[config.mk]
export PLATFORM = sky130hd
export DESIGN_NAME = tac_top
export DESIGN_NICKNAME = d
export VERILOG_FILES = /design/src/verilog/tac_pkg.sv /design/src/verilog/tac_top.sv /design/src/verilog/tac_switch_sync.sv
export SDC_FILE = /design/constraint.sdc
export NUM_CORES = 1
export LEC_CHECK = 0
export BUFFER_PORTS_ARGS = -buffer_cell sky130_fd_sc_hd__clkbuf_2
export CORE_ASPECT_RATIO = 1.4
export CORE_MARGIN = 1
export CORE_UTILIZATION = 54
export CTS_BUF_LIST = sky130_fd_sc_hd__clkbuf_8
export CTS_CLUSTER_DIAMETER = 60
export DETAILED_ROUTE_END_ITERATION = 8
export PLACE_DENSITY = 0.78
export SETUP_SLACK_MARGIN = 0.3
export SKIP_CTS_REPAIR_TIMING = 1
export SYNTH_ARGS = -nofsm -noshare
export SYNTH_HDL_FRONTEND = slang
export SYNTH_SLANG_ARGS = --single-unit
[constraint.sdc]
create_clock -name REF_CLK -period 9.9 [get_ports REF_CLK]
set_input_delay 2.475 -clock REF_CLK [delete_from_list [all_inputs] [get_ports REF_CLK]]
set_output_delay 2.475 -clock REF_CLK [all_outputs]
set_load 0.05 [all_outputs]
[src/verilog/tac_pkg.sv]
// Constants and register map of the traffic announcement control block
//=====================================================================
package tac_pkg;

	//=====================================================================
	// Register offsets
	localparam logic [3:0] TAC_REG_CTRL    = 4'h0;
	localparam logic [3:0] TAC_REG_TIMEOUT = 4'h1;
	localparam logic [3:0] TAC_REG_TEXT_LO = 4'h2;
	localparam logic [3:0] TAC_REG_TEXT_HI = 4'h3;
	localparam logic [3:0] TAC_REG_TEXT_LEN = 4'h4;
	localparam logic [3:0] TAC_REG_STATUS  = 4'h5;
	localparam logic [3:0] TAC_REG_INIT    = 4'h6;

	//=====================================================================
	// Control fields
	localparam int TAC_CTRL_TP_BIT   = 0;
	localparam int TAC_CTRL_TA_BIT   = 1;
	localparam int TAC_CTRL_EON_BIT  = 2;
	localparam int TAC_CTRL_LTA_BIT  = 3;
	localparam int TAC_TMO_EDGE_BIT  = 7;
	localparam int TAC_STAT_BUSY_BIT = 4;

	//=====================================================================
	// Reset values and sizes
	localparam int         TAC_TEXT_CHARS  = 8;
	localparam logic [7:0] TAC_TIMEOUT_RST = 8'h00;
	localparam logic       TAC_TP_RST      = 1'b0;
	localparam logic [3:0] TAC_TEXT_LEN_RST = 4'h0;
	localparam logic [7:0] TAC_INIT_KEY    = 8'hA5;

	//=====================================================================
	// Timing
	localparam int CLK_HZ        = 125_000_000;
	localparam int TEXT_ALIGN_MS = 400;
	localparam int TEXT_ALIGN_CYC = TEXT_ALIGN_MS * (CLK_HZ / 1000);

endpackage : tac_pkg

[src/verilog/tac_top.sv]
// Traffic announcement and traffic program flag control
//
// Local design decisions: strobed register access and the address map.
`timescale 1ns/100ps
module tac_top
	import tac_pkg::*;
#(
	parameter int TEXT_ALIGN_CYCLES = TEXT_ALIGN_CYC  // Text alignment wait
)
(
	input  wire logic        REF_CLK,       // 125 MHz clock
	input  wire logic        RST,           // Async reset, high
	input  wire logic [3:0]  ADDR,          // Register address
	input  wire logic [31:0] WDATA,         // Write data
	input  wire logic        WR,            // Write strobe
	input  wire logic        RD,            // Read strobe
	output logic      [31:0] RDATA,         // Read data, cycle after RD
	input  wire logic        MINUTE_TICK,   // RTC minute pulse
	input  wire logic        TA_SWITCH_N,   // Announce switch, low active
	input  wire logic        LTA_SWITCH_N,  // Linked-station switch, low active
	input  wire logic        EON_ACTIVE,    // Other network announcing
	output logic             TRAFFIC_ANNOUNCE_FLAG,        // Announce flag
	output logic             TRAFFIC_PROGRAM_FLAG,         // Program flag
	output logic             LINKED_STATION_ANNOUNCE_FLAG, // Linked-station flag
	output logic      [63:0] TRAFFIC_NAME_TEXT,            // Name text, 8 chars
	output logic             TRAFFIC_NAME_ENABLE           // Name text sent
);

	//=====================================================================
	// Register state
	logic        tp_q;
	logic        cmd_ta_q;
	logic        eon_en_q;
	logic        cmd_lta_q;
	logic [7:0]  tmo_q;
	logic [63:0] text_q;
	logic [63:0] text_pend_q;
	logic [3:0]  text_len_q;
	logic [3:0]  text_len_pend_q;
	logic        align_q;
	logic [31:0] align_cnt_q;
	logic        sw_ta_q;
	logic [6:0]  min_cnt_q;
	logic [31:0] rdata_q;

	//=====================================================================
	// Switch inputs
	logic ta_level;
	logic ta_rise;
	logic ta_fall;
	logic lta_level;

	tac_switch_sync u_ta_sync
	(
		.clk   (REF_CLK),
		.rst   (RST),
		.din   (TA_SWITCH_N),
		.level (ta_level),
		.rise  (ta_rise),
		.fall  (ta_fall)
	);

	tac_switch_sync u_lta_sync
	(
		.clk   (REF_CLK),
		.rst   (RST),
		.din   (LTA_SWITCH_N),
		.level (lta_level),
		.rise  (),
		.fall  ()
	);

	//=====================================================================
	// Decode
	wire wr_ctrl    = WR && (ADDR == TAC_REG_CTRL);
	wire wr_tmo     = WR && (ADDR == TAC_REG_TIMEOUT);
	wire wr_text_lo = WR && (ADDR == TAC_REG_TEXT_LO);
	wire wr_text_hi = WR && (ADDR == TAC_REG_TEXT_HI);
	wire wr_len     = WR && (ADDR == TAC_REG_TEXT_LEN);
	wire wr_init    = WR && (ADDR == TAC_REG_INIT) && (WDATA[7:0] == TAC_INIT_KEY);

	wire [6:0] tmo_minutes = tmo_q[6:0];
	wire       tmo_edge    = tmo_q[TAC_TMO_EDGE_BIT];
	wire       timed_mode  = (tmo_minutes != 7'h00);
	wire       expire      = timed_mode && sw_ta_q && MINUTE_TICK
		&& (min_cnt_q + 7'h01 >= tmo_minutes);
	wire [3:0] len_clip    = (WDATA[3:0] > 4'h8) ? 4'h8 : WDATA[3:0];

	//=====================================================================
	// Control registers
	always_ff @(posedge REF_CLK or posedge RST)
	begin
		if (RST)
		begin
			tp_q      <= TAC_TP_RST;
			cmd_ta_q  <= 1'b0;
			eon_en_q  <= 1'b0;
			cmd_lta_q <= 1'b0;
			tmo_q     <= TAC_TIMEOUT_RST;
		end
		else if (wr_init)
		begin
			tp_q      <= TAC_TP_RST;
			cmd_ta_q  <= 1'b0;
			eon_en_q  <= 1'b0;
			cmd_lta_q <= 1'b0;
			tmo_q     <= TAC_TIMEOUT_RST;
		end
		else
		begin
			if (wr_ctrl)
			begin
				tp_q      <= WDATA[TAC_CTRL_TP_BIT];
				cmd_ta_q  <= WDATA[TAC_CTRL_TA_BIT];
				eon_en_q  <= WDATA[TAC_CTRL_EON_BIT];
				cmd_lta_q <= WDATA[TAC_CTRL_LTA_BIT];
			end
			if (!(wr_ctrl ? WDATA[TAC_CTRL_TP_BIT] : tp_q))
				tmo_q <= 8'h00;
			else if (wr_tmo)
				tmo_q <= WDATA[7:0];
		end
	end

	//=====================================================================
	// Switch-driven announce flag and minute counter
	always_ff @(posedge REF_CLK or posedge RST)
	begin
		if (RST)
		begin
			sw_ta_q   <= 1'b0;
			min_cnt_q <= 7'h00;
		end
		else if (!timed_mode)
		begin
			sw_ta_q   <= ~ta_level;
			min_cnt_q <= 7'h00;
		end
		else if (expire)
		begin
			sw_ta_q   <= 1'b0;
			min_cnt_q <= 7'h00;
		end
		else if (ta_fall)
		begin
			sw_ta_q   <= 1'b1;
			min_cnt_q <= 7'h00;
		end
		else if (ta_rise && tmo_edge)
		begin
			sw_ta_q   <= 1'b0;
			min_cnt_q <= 7'h00;
		end
		else if (sw_ta_q && MINUTE_TICK)
			min_cnt_q <= min_cnt_q + 7'h01;
	end

	//=====================================================================
	// Traffic name text with group alignment delay
	always_ff @(posedge REF_CLK or posedge RST)
	begin
		if (RST)
		begin
			text_q          <= 64'h0;
			text_pend_q     <= 64'h0;
			text_len_q      <= TAC_TEXT_LEN_RST;
			text_len_pend_q <= TAC_TEXT_LEN_RST;
			align_q         <= 1'b0;
			align_cnt_q     <= 32'h0;
		end
		else if (wr_init)
		begin
			text_len_q      <= TAC_TEXT_LEN_RST;
			text_len_pend_q <= TAC_TEXT_LEN_RST;
			align_q         <= 1'b0;
			align_cnt_q     <= 32'h0;
		end
		else
		begin
			if (wr_text_lo)
				text_pend_q[31:0] <= WDATA;
			if (wr_text_hi)
				text_pend_q[63:32] <= WDATA;
			if (wr_len)
			begin
				text_len_pend_q <= len_clip;
				align_q         <= 1'b1;
				align_cnt_q     <= 32'h0;
			end
			else if (align_q)
			begin
				if (align_cnt_q + 32'h1 >= 32'(TEXT_ALIGN_CYCLES))
				begin
					align_q    <= 1'b0;
					text_q     <= text_pend_q;
					text_len_q <= text_len_pend_q;
				end
				else
					align_cnt_q <= align_cnt_q + 32'h1;
			end
		end
	end

	//=====================================================================
	// Read port
	always_comb
	begin
		unique case (ADDR)
			TAC_REG_CTRL:     rdata_q = {28'h0, cmd_lta_q, eon_en_q, cmd_ta_q, tp_q};
			TAC_REG_TIMEOUT:  rdata_q = {24'h0, tmo_q};
			TAC_REG_TEXT_LO:  rdata_q = text_pend_q[31:0];
			TAC_REG_TEXT_HI:  rdata_q = text_pend_q[63:32];
			TAC_REG_TEXT_LEN: rdata_q = {28'h0, text_len_q};
			TAC_REG_STATUS:   rdata_q = {27'h0, align_q, LINKED_STATION_ANNOUNCE_FLAG,
				sw_ta_q, TRAFFIC_ANNOUNCE_FLAG, TRAFFIC_PROGRAM_FLAG};
			default:          rdata_q = 32'h0;
		endcase
	end

	//=====================================================================
	// Outputs
	always_ff @(posedge REF_CLK or posedge RST)
	begin
		if (RST)
		begin
			RDATA                        <= 32'h0;
			TRAFFIC_ANNOUNCE_FLAG        <= 1'b0;
			TRAFFIC_PROGRAM_FLAG         <= 1'b0;
			LINKED_STATION_ANNOUNCE_FLAG <= 1'b0;
			TRAFFIC_NAME_TEXT            <= 64'h0;
			TRAFFIC_NAME_ENABLE          <= 1'b0;
		end
		else
		begin
			RDATA <= RD ? rdata_q : 32'h0;
			// Switch or command sets announce only with program flag; enabled other-network announce forces both
			TRAFFIC_ANNOUNCE_FLAG <= (tp_q | eon_en_q & EON_ACTIVE)
				& (sw_ta_q | cmd_ta_q | eon_en_q & EON_ACTIVE);
			TRAFFIC_PROGRAM_FLAG <= tp_q | (eon_en_q & EON_ACTIVE);
			LINKED_STATION_ANNOUNCE_FLAG <= ~lta_level | cmd_lta_q;
			TRAFFIC_NAME_TEXT   <= text_q;
			TRAFFIC_NAME_ENABLE <= (text_len_q != 4'h0);
		end
	end

endmodule : tac_top

[src/verilog/tac_switch_sync.sv]
// Synchroniser and edge detector for one switch input
`timescale 1ns/100ps
module tac_switch_sync
(
	input  wire logic clk,      // Clock
	input  wire logic rst,      // Async reset, high
	input  wire logic din,      // Raw switch level
	output logic      level,    // Synchronised level
	output logic      rise,     // Rising edge pulse
	output logic      fall      // Falling edge pulse
);

	logic meta_q;
	logic sync_q;
	logic prev_q;

	// Idle high: open input reads as inactive
	always_ff @(posedge clk or posedge rst)
	begin
		if (rst)
		begin
			meta_q <= 1'b1;
			sync_q <= 1'b1;
			prev_q <= 1'b1;
		end
		else
		begin
			meta_q <= din;
			sync_q <= meta_q;
			prev_q <= sync_q;
		end
	end

	assign level = sync_q;
	assign rise  = sync_q & ~prev_q;
	assign fall  = ~sync_q & prev_q;

endmodule : tac_switch_sync

==> impl_metrics.tcl, run 1 <==
set metrics [dict create \
    outcome "finished clean" \
    wl_mm 24.46 \
    crit_chain "clkbuf_2 -> nor2_1 -> nand2_1 -> inv_1 -> nor2_1 -> nand3_4 -> buf_4 -> mux2_4" \
    reg2reg_slack_ps 5780 \
    vias 7662 \
    cpPeakStageDelay_ps 540 \
    cp_max_fo 42 \
    netlist_top_cells_area "dfrtp_1 62%, mux2_2 11%, nor2_1 2.3%" \
    crit_family "simple AND/OR/NAND/NOR gates" \
    holdPathStages 0 \
    final_nets 1114 \
    grt.total_usage 0.2269 \
    min_to "u_lta_sync.level" \
    crit_arrival_ps 5310 \
    layout-area-overhead-vs-synth_pct 15.92 \
    seq_area_frac_synth 0.6287 \
    synth.most_common_cell "dfrtp_1" \
    grt_pass1_vias 7808 \
    min_period_ps 4877 \
    fin_hold_ws_ps 354.8 \
    maxSlewViolCount 0 \
    cts_buffer_depth 3 \
    drcViolationCount 0 \
    die_w_um 126.5 \
    crit_buf_inv 3 \
    min_path_type "reg2reg" \
    drt-initial-drc-count 375 \
    path_class "in2reg" \
    tightest_slew_ps 1231 \
    grt_pass1_wl_mm 39.55 \
    yosys.area.top_type "dfrtp_1" \
    synth_top_area_frac 0.6175 \
    htree_levels 2 \
    rows 63 \
    placed_area_mm2 0.01263 \
    via_per_inst 5.659 \
    dieArea_mm2 0.02229 \
    cp_common_cell "nor2_1" \
    hold_violations 0 \
    final_area_mm2 0.01358 \
    grt_overflow_total 0 \
    syn_area_per_cell_um2 12.84 \
    maxSlewHeadroom 0.1793 \
    internal_power_mw 2.319 \
    p_comb_frac 0.231 \
    worstPathRequired_ps 10330 \
    pwr-share-clk 0.289 \
    io_buffer_count 143 \
    ys_seq_elements 294 \
    irDropWorstVdd_mv 0.1620 \
    drt_first_pass_iters 4 \
    tns_ps 0 \
    path_clk_slew_ps 60 \
    hp-start "u_lta_sync.meta_q" \
    r2r_end "text_q[50]" \
    switching_share 0.3410 \
    p_seq_frac 0.480 \
    regToRegStartpoint "align_cnt_q[9]" \
    async_reset_ff_frac 1.000 \
    rsz0062_at_grt "false" \
    layout-drive-gt1-share 0.3367 \
    reg2reg_depth 9 \
    endpoint_kind "register" \
    gp_congestion 0.8757 \
    finalClockSkew_ps 28.89 \
    clock-sinks 294 \
    p_per_area_mw_per_mm2 259.2 \
    grt_start_max_net_pins 208 \
    die_y_um 176.3 \
    insertion_delay_ps 550 \
    coreArea_mm2 0.02120 \
    yosys_warnings 0 \
    boundaryPins 144 \
    setup_viol 0 \
    initial_core_util 0.5523 \
    clockRootBuffer "clkbuf_8" \
    detail-route-antenna-nets 0 \
    cts_tree "yes" \
    place.detailed.hpwl_mm 15.73 \
    period_share 0.4926 \
    yosys.cell_types.count 59 \
    fmax_ghz 0.2050 \
    numCtsBuffers 43 \
    antenna_found_initial 2 \
    synthesis.instances 912 \
    synth_nets 965 \
    crit_path_top_delay_cell "nand3_4" \
    wl_per_cell_um 18.06 \
    p_leak_nw 6.612 \
    synth_edf_count 0 \
    drv_cap 0 \
    power_switching_mw 1.200 \
    ys.flop_type "dfrtp_1" \
    synthTopCellsByCount "289 x dfrtp_1, 111 x mux2_2, 72 x nor2_1" \
    syn_area_mm2 0.01171 \
    critPathLaunchType "input pin" \
    power.total_mw 3.519 \
]
[layout by cell type, fill, tap and decap left out, types with 4 or more instances in the layout]
master,Yosys,routed
dfrtp_1,289,289
a22oi_1,31,31
a31oi_1,11,11
a21o_1,6,6
o21ai_0,29,29
clkbuf_8,0,60
xor2_1,7,7
or3_1,19,19
a21oi_1,36,36
xnor2_1,9,9
o2bb2ai_1,4,4
o31ai_1,10,10
and4_1,4,4
nor3_1,12,11
nand2_1,44,44
clkinv_2,0,9
inv_1,25,29
mux2i_1,13,13
nor2_1,72,72
nand3_1,21,21
clkbuf_2,0,143
nand2b_1,5,5
and3_1,9,9
nor2b_1,5,5
or4_1,12,12
dfstp_2,5,5
nand4_1,13,13
ha_1,9,9
mux2_2,111,111
mux2_4,16,16
buf_4,0,6
[layout make-up]
class | count | area (µm²)
fill | 1591 | 7629
sequential | 294 | 7363
multi-input combinational | 547 | 4068
clock buffer | 60 | 825.8
timing repair buffer | 150 | 780.7
tap | 260 | 325.3
clock inverter | 17 | 112.6
inverter | 25 | 97.59
antenna | 1 | 2.502
[through the flow]
| stage | setup slack [ps] | cells | util |
|---|---|---|---|
| 4_1_cts | 5098 | 1353 | 0.6401 |
| 2_1_floorplan | 3526 | 912 | - |
| 3_3_place_gp | 4628 | 1276 | 0.5959 |
| 5_1_grt | 4797 | 1354 | 0.6402 |
| 3_5_place_dp | 4532 | 1276 | 0.5959 |
| 6_report | 5023 | 1354 | 0.6402 |
[worst reg2reg max path, delay by kind of cell (launching register included)]
family	cells	cell delay, ps
AO/OA/AOI/OAI	4	830
multiplexers	1	420
flip-flops	1	490
AND/OR/NAND/NOR	3	1670
buffers and inverters	1	610
[flip-flops by register name (all words and copies together), names as in the netlist, 7 cells and up]
register,cells
TRAFFIC_NAME_TEXT,64
text_pend_q,64
text_q,64
RDATA,32
align_cnt_q,32
tmo_q,8
min_cnt_q,7
[worst max-delay path by stage]
| stage | start | to | slack (ps) | cells after the start |
|---|---|---|---|---|
| 3_5_place_dp | ADDR[1] | text_q[5] | 4530 | 8 |
| 6_report | ADDR[1] | text_q[5] | 5020 | 8 |
| 3_3_place_gp | ADDR[1] | text_q[5] | 4630 | 8 |
| 4_1_cts | ADDR[1] | text_q[7] | 5100 | 8 |
| 2_1_floorplan | RST | LINKED_STATION_ANNOUNCE_FLAG | 3530 | 1 |
| 5_1_grt | ADDR[1] | text_q[7] | 4800 | 8 |
[cell families (layout without fill, tap and decap cells)]
family / Yosys count / after routing / synth area share
flip-flops: 294 / 294 / 0.6287
AND/OR/NAND/NOR: 232 / 232 / 0.1012
AO/OA/AOI/OAI: 149 / 149 / 0.08237
multiplexers: 141 / 141 / 0.1403
buffers and inverters: 71 / 252 / 0.02585
XOR/XNOR: 16 / 16 / 0.01197
adder cells (fa/ha/maj): 9 / 9 / 0.009616
other: 0 / 1 / 0
[power groups by stage]
stage | registers (mW) | clock network (mW) | logic, mW
finish | 1.69 | 1.02 | 0.815
global route | 1.72 | 1.09 | 0.868
CTS | 1.69 | 1.04 | 0.820
detailed placement | 1.71 | 0 | 0.818
global placement | 1.70 | 0 | 0.801
floorplan | 1.99 | 0 | 0.302
[layer usage]
| metal | routed length, µm | share of wire | track usage | vias to the layer above |
|---|---|---|---|---|
| met4 | 859 | 0.035 | 0.1014 | 2 |
| met3 | 1195 | 0.049 | 0.04212 | 56 |
| met2 | 12500 | 0.51 | 0.3934 | 214 |
| met1 | 9881 | 0.40 | 0.2764 | 3832 |
| li1 | - | - | - | 3558 |
| met5 | 13 | 0.00053 | 0 | - |
Note: power is estimated with default switching activity, not from simulation.
==> inputs of run 2 (changes only) <==
--- a/config.mk
+++ b/config.mk
@@ -5,6 +5,7 @@
 export SDC_FILE = /design/constraint.sdc
 export NUM_CORES = 1
 export LEC_CHECK = 0
+export ABC_AREA = 1
 export BUFFER_PORTS_ARGS = -buffer_cell sky130_fd_sc_hd__clkbuf_2
 export CORE_ASPECT_RATIO = 1.4
 export CORE_MARGIN = 1
==> constraint.sdc (replaced) <==
create_clock -name REF_CLK -period 4.1 [get_ports REF_CLK]
set_input_delay 1.025 -clock REF_CLK [delete_from_list [all_inputs] [get_ports REF_CLK]]
set_output_delay 1.025 -clock REF_CLK [all_outputs]
set_load 0.05 [all_outputs]
==> impl_metrics.tcl, run 2 <==
set metrics [dict create \
    outcome "finished clean" \
    numCtsBuffers 43 \
    worstPathRequired_ps 4530 \
    wl_per_cell_um 15.57 \
    coreArea_mm2 0.02186 \
    hold_violations 0 \
    syn_area_per_cell_um2 9.005 \
    insertion_delay_ps 560 \
    grt.total_usage 0.2573 \
    cts_tree "yes" \
    io_buffer_count 143 \
    die_w_um 128.3 \
    multi_input_area_mm2 0.004001 \
    grt_pass1_vias 9495 \
    endpoint_kind "register" \
    yosys_warnings 0 \
    min_period_ps 3231 \
    rsz0062_at_grt "false" \
    critPathLaunchType "register" \
    place.detailed.hpwl_mm 19.58 \
    hp-start "u_lta_sync.meta_q" \
    fillCellCount 1854 \
    detail-route-antenna-nets 0 \
    vias 9633 \
    path_class "reg2reg" \
    grt_overflow_total 0 \
    fmax_ghz 0.3095 \
    synth_nets 1393 \
    maxSlewViolCount 0 \
    synthTopCellsByCount "450 x nand2_1, 289 x dfrtp_1, 125 x inv_1" \
    initial_core_util 0.5520 \
    final_common_cell "nand2_1" \
    via_per_inst 5.275 \
    internal_power_mw 4.684 \
    maxSlewHeadroom 0.2422 \
    finalClockSkew_ps 23.61 \
    drt-initial-drc-count 799 \
    period_share 0.7881 \
    setup_viol 0 \
    die_y_um 178.9 \
    ys_seq_elements 294 \
    antenna_found_initial 0 \
    pwr-share-clk 0.380 \
    cts_buffer_depth 3 \
    crit_arrival_ps 3660 \
    reg2reg_slack_ps 870 \
    p_comb_frac 0.103 \
    min_path_type "reg2reg" \
    gp_congestion 0.9307 \
    yosys.cell_types.count 41 \
    grt_start_max_net_pins 88 \
    cp_max_fo 27 \
    netlist_top_cells_area "dfrtp_1 60%, nand2_1 14%, nand3_1 4.2%" \
    fin_util 0.6424 \
    reg_top3 "TRAFFIC_NAME_TEXT x64, text_pend_q x64, text_q x64" \
    path_clk_slew_ps 70 \
    yosys.area.top_type "dfrtp_1" \
    clockRootBuffer "clkbuf_8" \
    async_reset_ff_frac 1.000 \
    p_per_area_mw_per_mm2 457.7 \
    tightest_slew_ps 1135 \
    final_nets 1548 \
    synthesis.instances 1340 \
    switching_share 0.2711 \
    drt_first_pass_iters 5 \
    dieArea_mm2 0.02296 \
    drv_cap 0 \
    regToRegStartpoint "align_cnt_q[0]" \
    holdPathStages 0 \
    irDropWorstVdd_mv 0.2332 \
    htree_levels 2 \
    power.total_mw 6.427 \
    synth.most_common_cell "nand2_1" \
    ys.flop_type "dfrtp_1" \
    layoutNonFillerInstCount 1826 \
    wl_mm 28.44 \
    diodes 0 \
    placed_cells 1747 \
    p_leak_nw 7.401 \
    grt_pass1_wl_mm 46.07 \
    synth_edf_count 0 \
    min_to "u_lta_sync.level" \
    final_cell_mix "448 x nand2_1, 289 x dfrtp_1, 143 x clkbuf_2, 135 x inv_1, 102 x nand3_1" \
    boundaryPins 144 \
    clock-sinks 294 \
    power_switching_mw 1.743 \
    seq_area_frac_synth 0.6102 \
    reg2reg_depth 17 \
    syn_area_mm2 0.01207 \
    drcViolationCount 0 \
    layout-drive-gt1-share 0.1727 \
    post-place-ws_ps 702.3 \
    p_seq_frac 0.517 \
    layout_setup_ws_ps 869.0 \
    rows 64 \
    synth_top_area_frac 0.5993 \
    regArea_mm2 0.007363 \
    r2r_end "text_q[43]" \
    layout-area-overhead-vs-synth_pct 16.38 \
]
[run 2: cell count changes in the layout (fill, tap and decap cells not counted), moves of 10 or more]
| cell | previous run | this run |
|---|---|---|
| nand3_1 | 21 | 102 |
| inv_1 | 29 | 135 |
| or4_1 | 12 | 0 |
| nor2_2 | 0 | 10 |
| nor2_1 | 72 | 85 |
| mux2_4 | 16 | 0 |
| a22oi_1 | 31 | 0 |
| mux2_2 | 111 | 0 |
| o21ai_1 | 1 | 21 |
| or3_1 | 19 | 0 |
| nand2_1 | 44 | 448 |
| mux2i_1 | 13 | 0 |
| o21ai_0 | 29 | 75 |
[run 2: power groups by stage]
stage / sequential, mW / combinational (mW) / clock (mW)
finish: 3.33 / 0.660 / 2.44
global route: 3.35 / 0.764 / 2.60
CTS: 3.32 / 0.664 / 2.49
detailed placement: 3.37 / 0.661 / 0
global placement: 3.37 / 0.633 / 0
floorplan: 3.37 / 0.448 / 0
[run 2: routing by layer]
layer  vias to the layer above  wire [µm]  global-route usage
met1                      4612      11400              0.3115
met4                         0       1388              0.1490
met3                        89       1466             0.03850
li1                       4577          -                   -
met5                         -          0                   0
met2                       355      14180              0.4376
[run 2: critical path: stages (launching register included)]
cell and delay (ps):
dfrtp_1 390, ha_1 310, nand2_1 120, nor2_2 150, nand2_2 120, nor2_2 120, nand2_1 60, nand2_1 60
nand2_1 50, nor2_1 190, nand2_1 100, nor2_2 160, nand3_4 130, nand2_1 110, nand3_2 450, buf_4 420
nand2_1 100, nand2_1 60
[run 2: area by class of cell]
type / count / area share
Sequential cell: 294 / 0.5243
Multi-Input combinational cell: 868 / 0.2849
Timing Repair Buffer: 158 / 0.06344
Clock buffer: 58 / 0.05684
Inverter: 130 / 0.03501
Tap cell: 297 / 0.02646
Clock inverter: 21 / 0.008999
[run 2: metrics by stage]
stage / setup TNS [ps] / instance area, µm² / hold slack, ps
2_1_floorplan: -238150 / 12070 / 345.2
3_3_place_gp: 0 / 13120 / 346.4
3_5_place_dp: 0 / 13120 / 347.3
4_1_cts: 0 / 14040 / 359.1
5_1_grt: 0 / 14040 / 360.9
6_report: 0 / 14040 / 357.8
[run 2: cells by family (layout without fill, tap and decap cells)]
| group | Yosys count | after routing | share of synthesized area |
|---|---|---|---|
| adders and majority gates | 9 | 9 | 0.009332 |
| AOI/OAI and AO/OA | 170 | 170 | 0.07756 |
| buffers and inverters | 178 | 367 | 0.05941 |
| xor gates and xnor gates | 11 | 11 | 0.007985 |
| DFF | 294 | 294 | 0.6102 |
| and+or+nand+nor | 678 | 678 | 0.2355 |
[run 2: how the worst max path moves through the flow]
| stage | startpoint | slack [ps] | endpoint |
|---|---|---|---|
| floorplan | RST | -820 | LINKED_STATION_ANNOUNCE_FLAG |
| global placement | ADDR[2] | 740 | align_cnt_q[19] |
| detailed placement | ADDR[2] | 700 | align_cnt_q[13] |
| CTS | align_cnt_q[0] | 880 | text_q[43] |
| global route | align_cnt_q[0] | 530 | text_q[42] |
| finish | align_cnt_q[0] | 870 | text_q[43] |
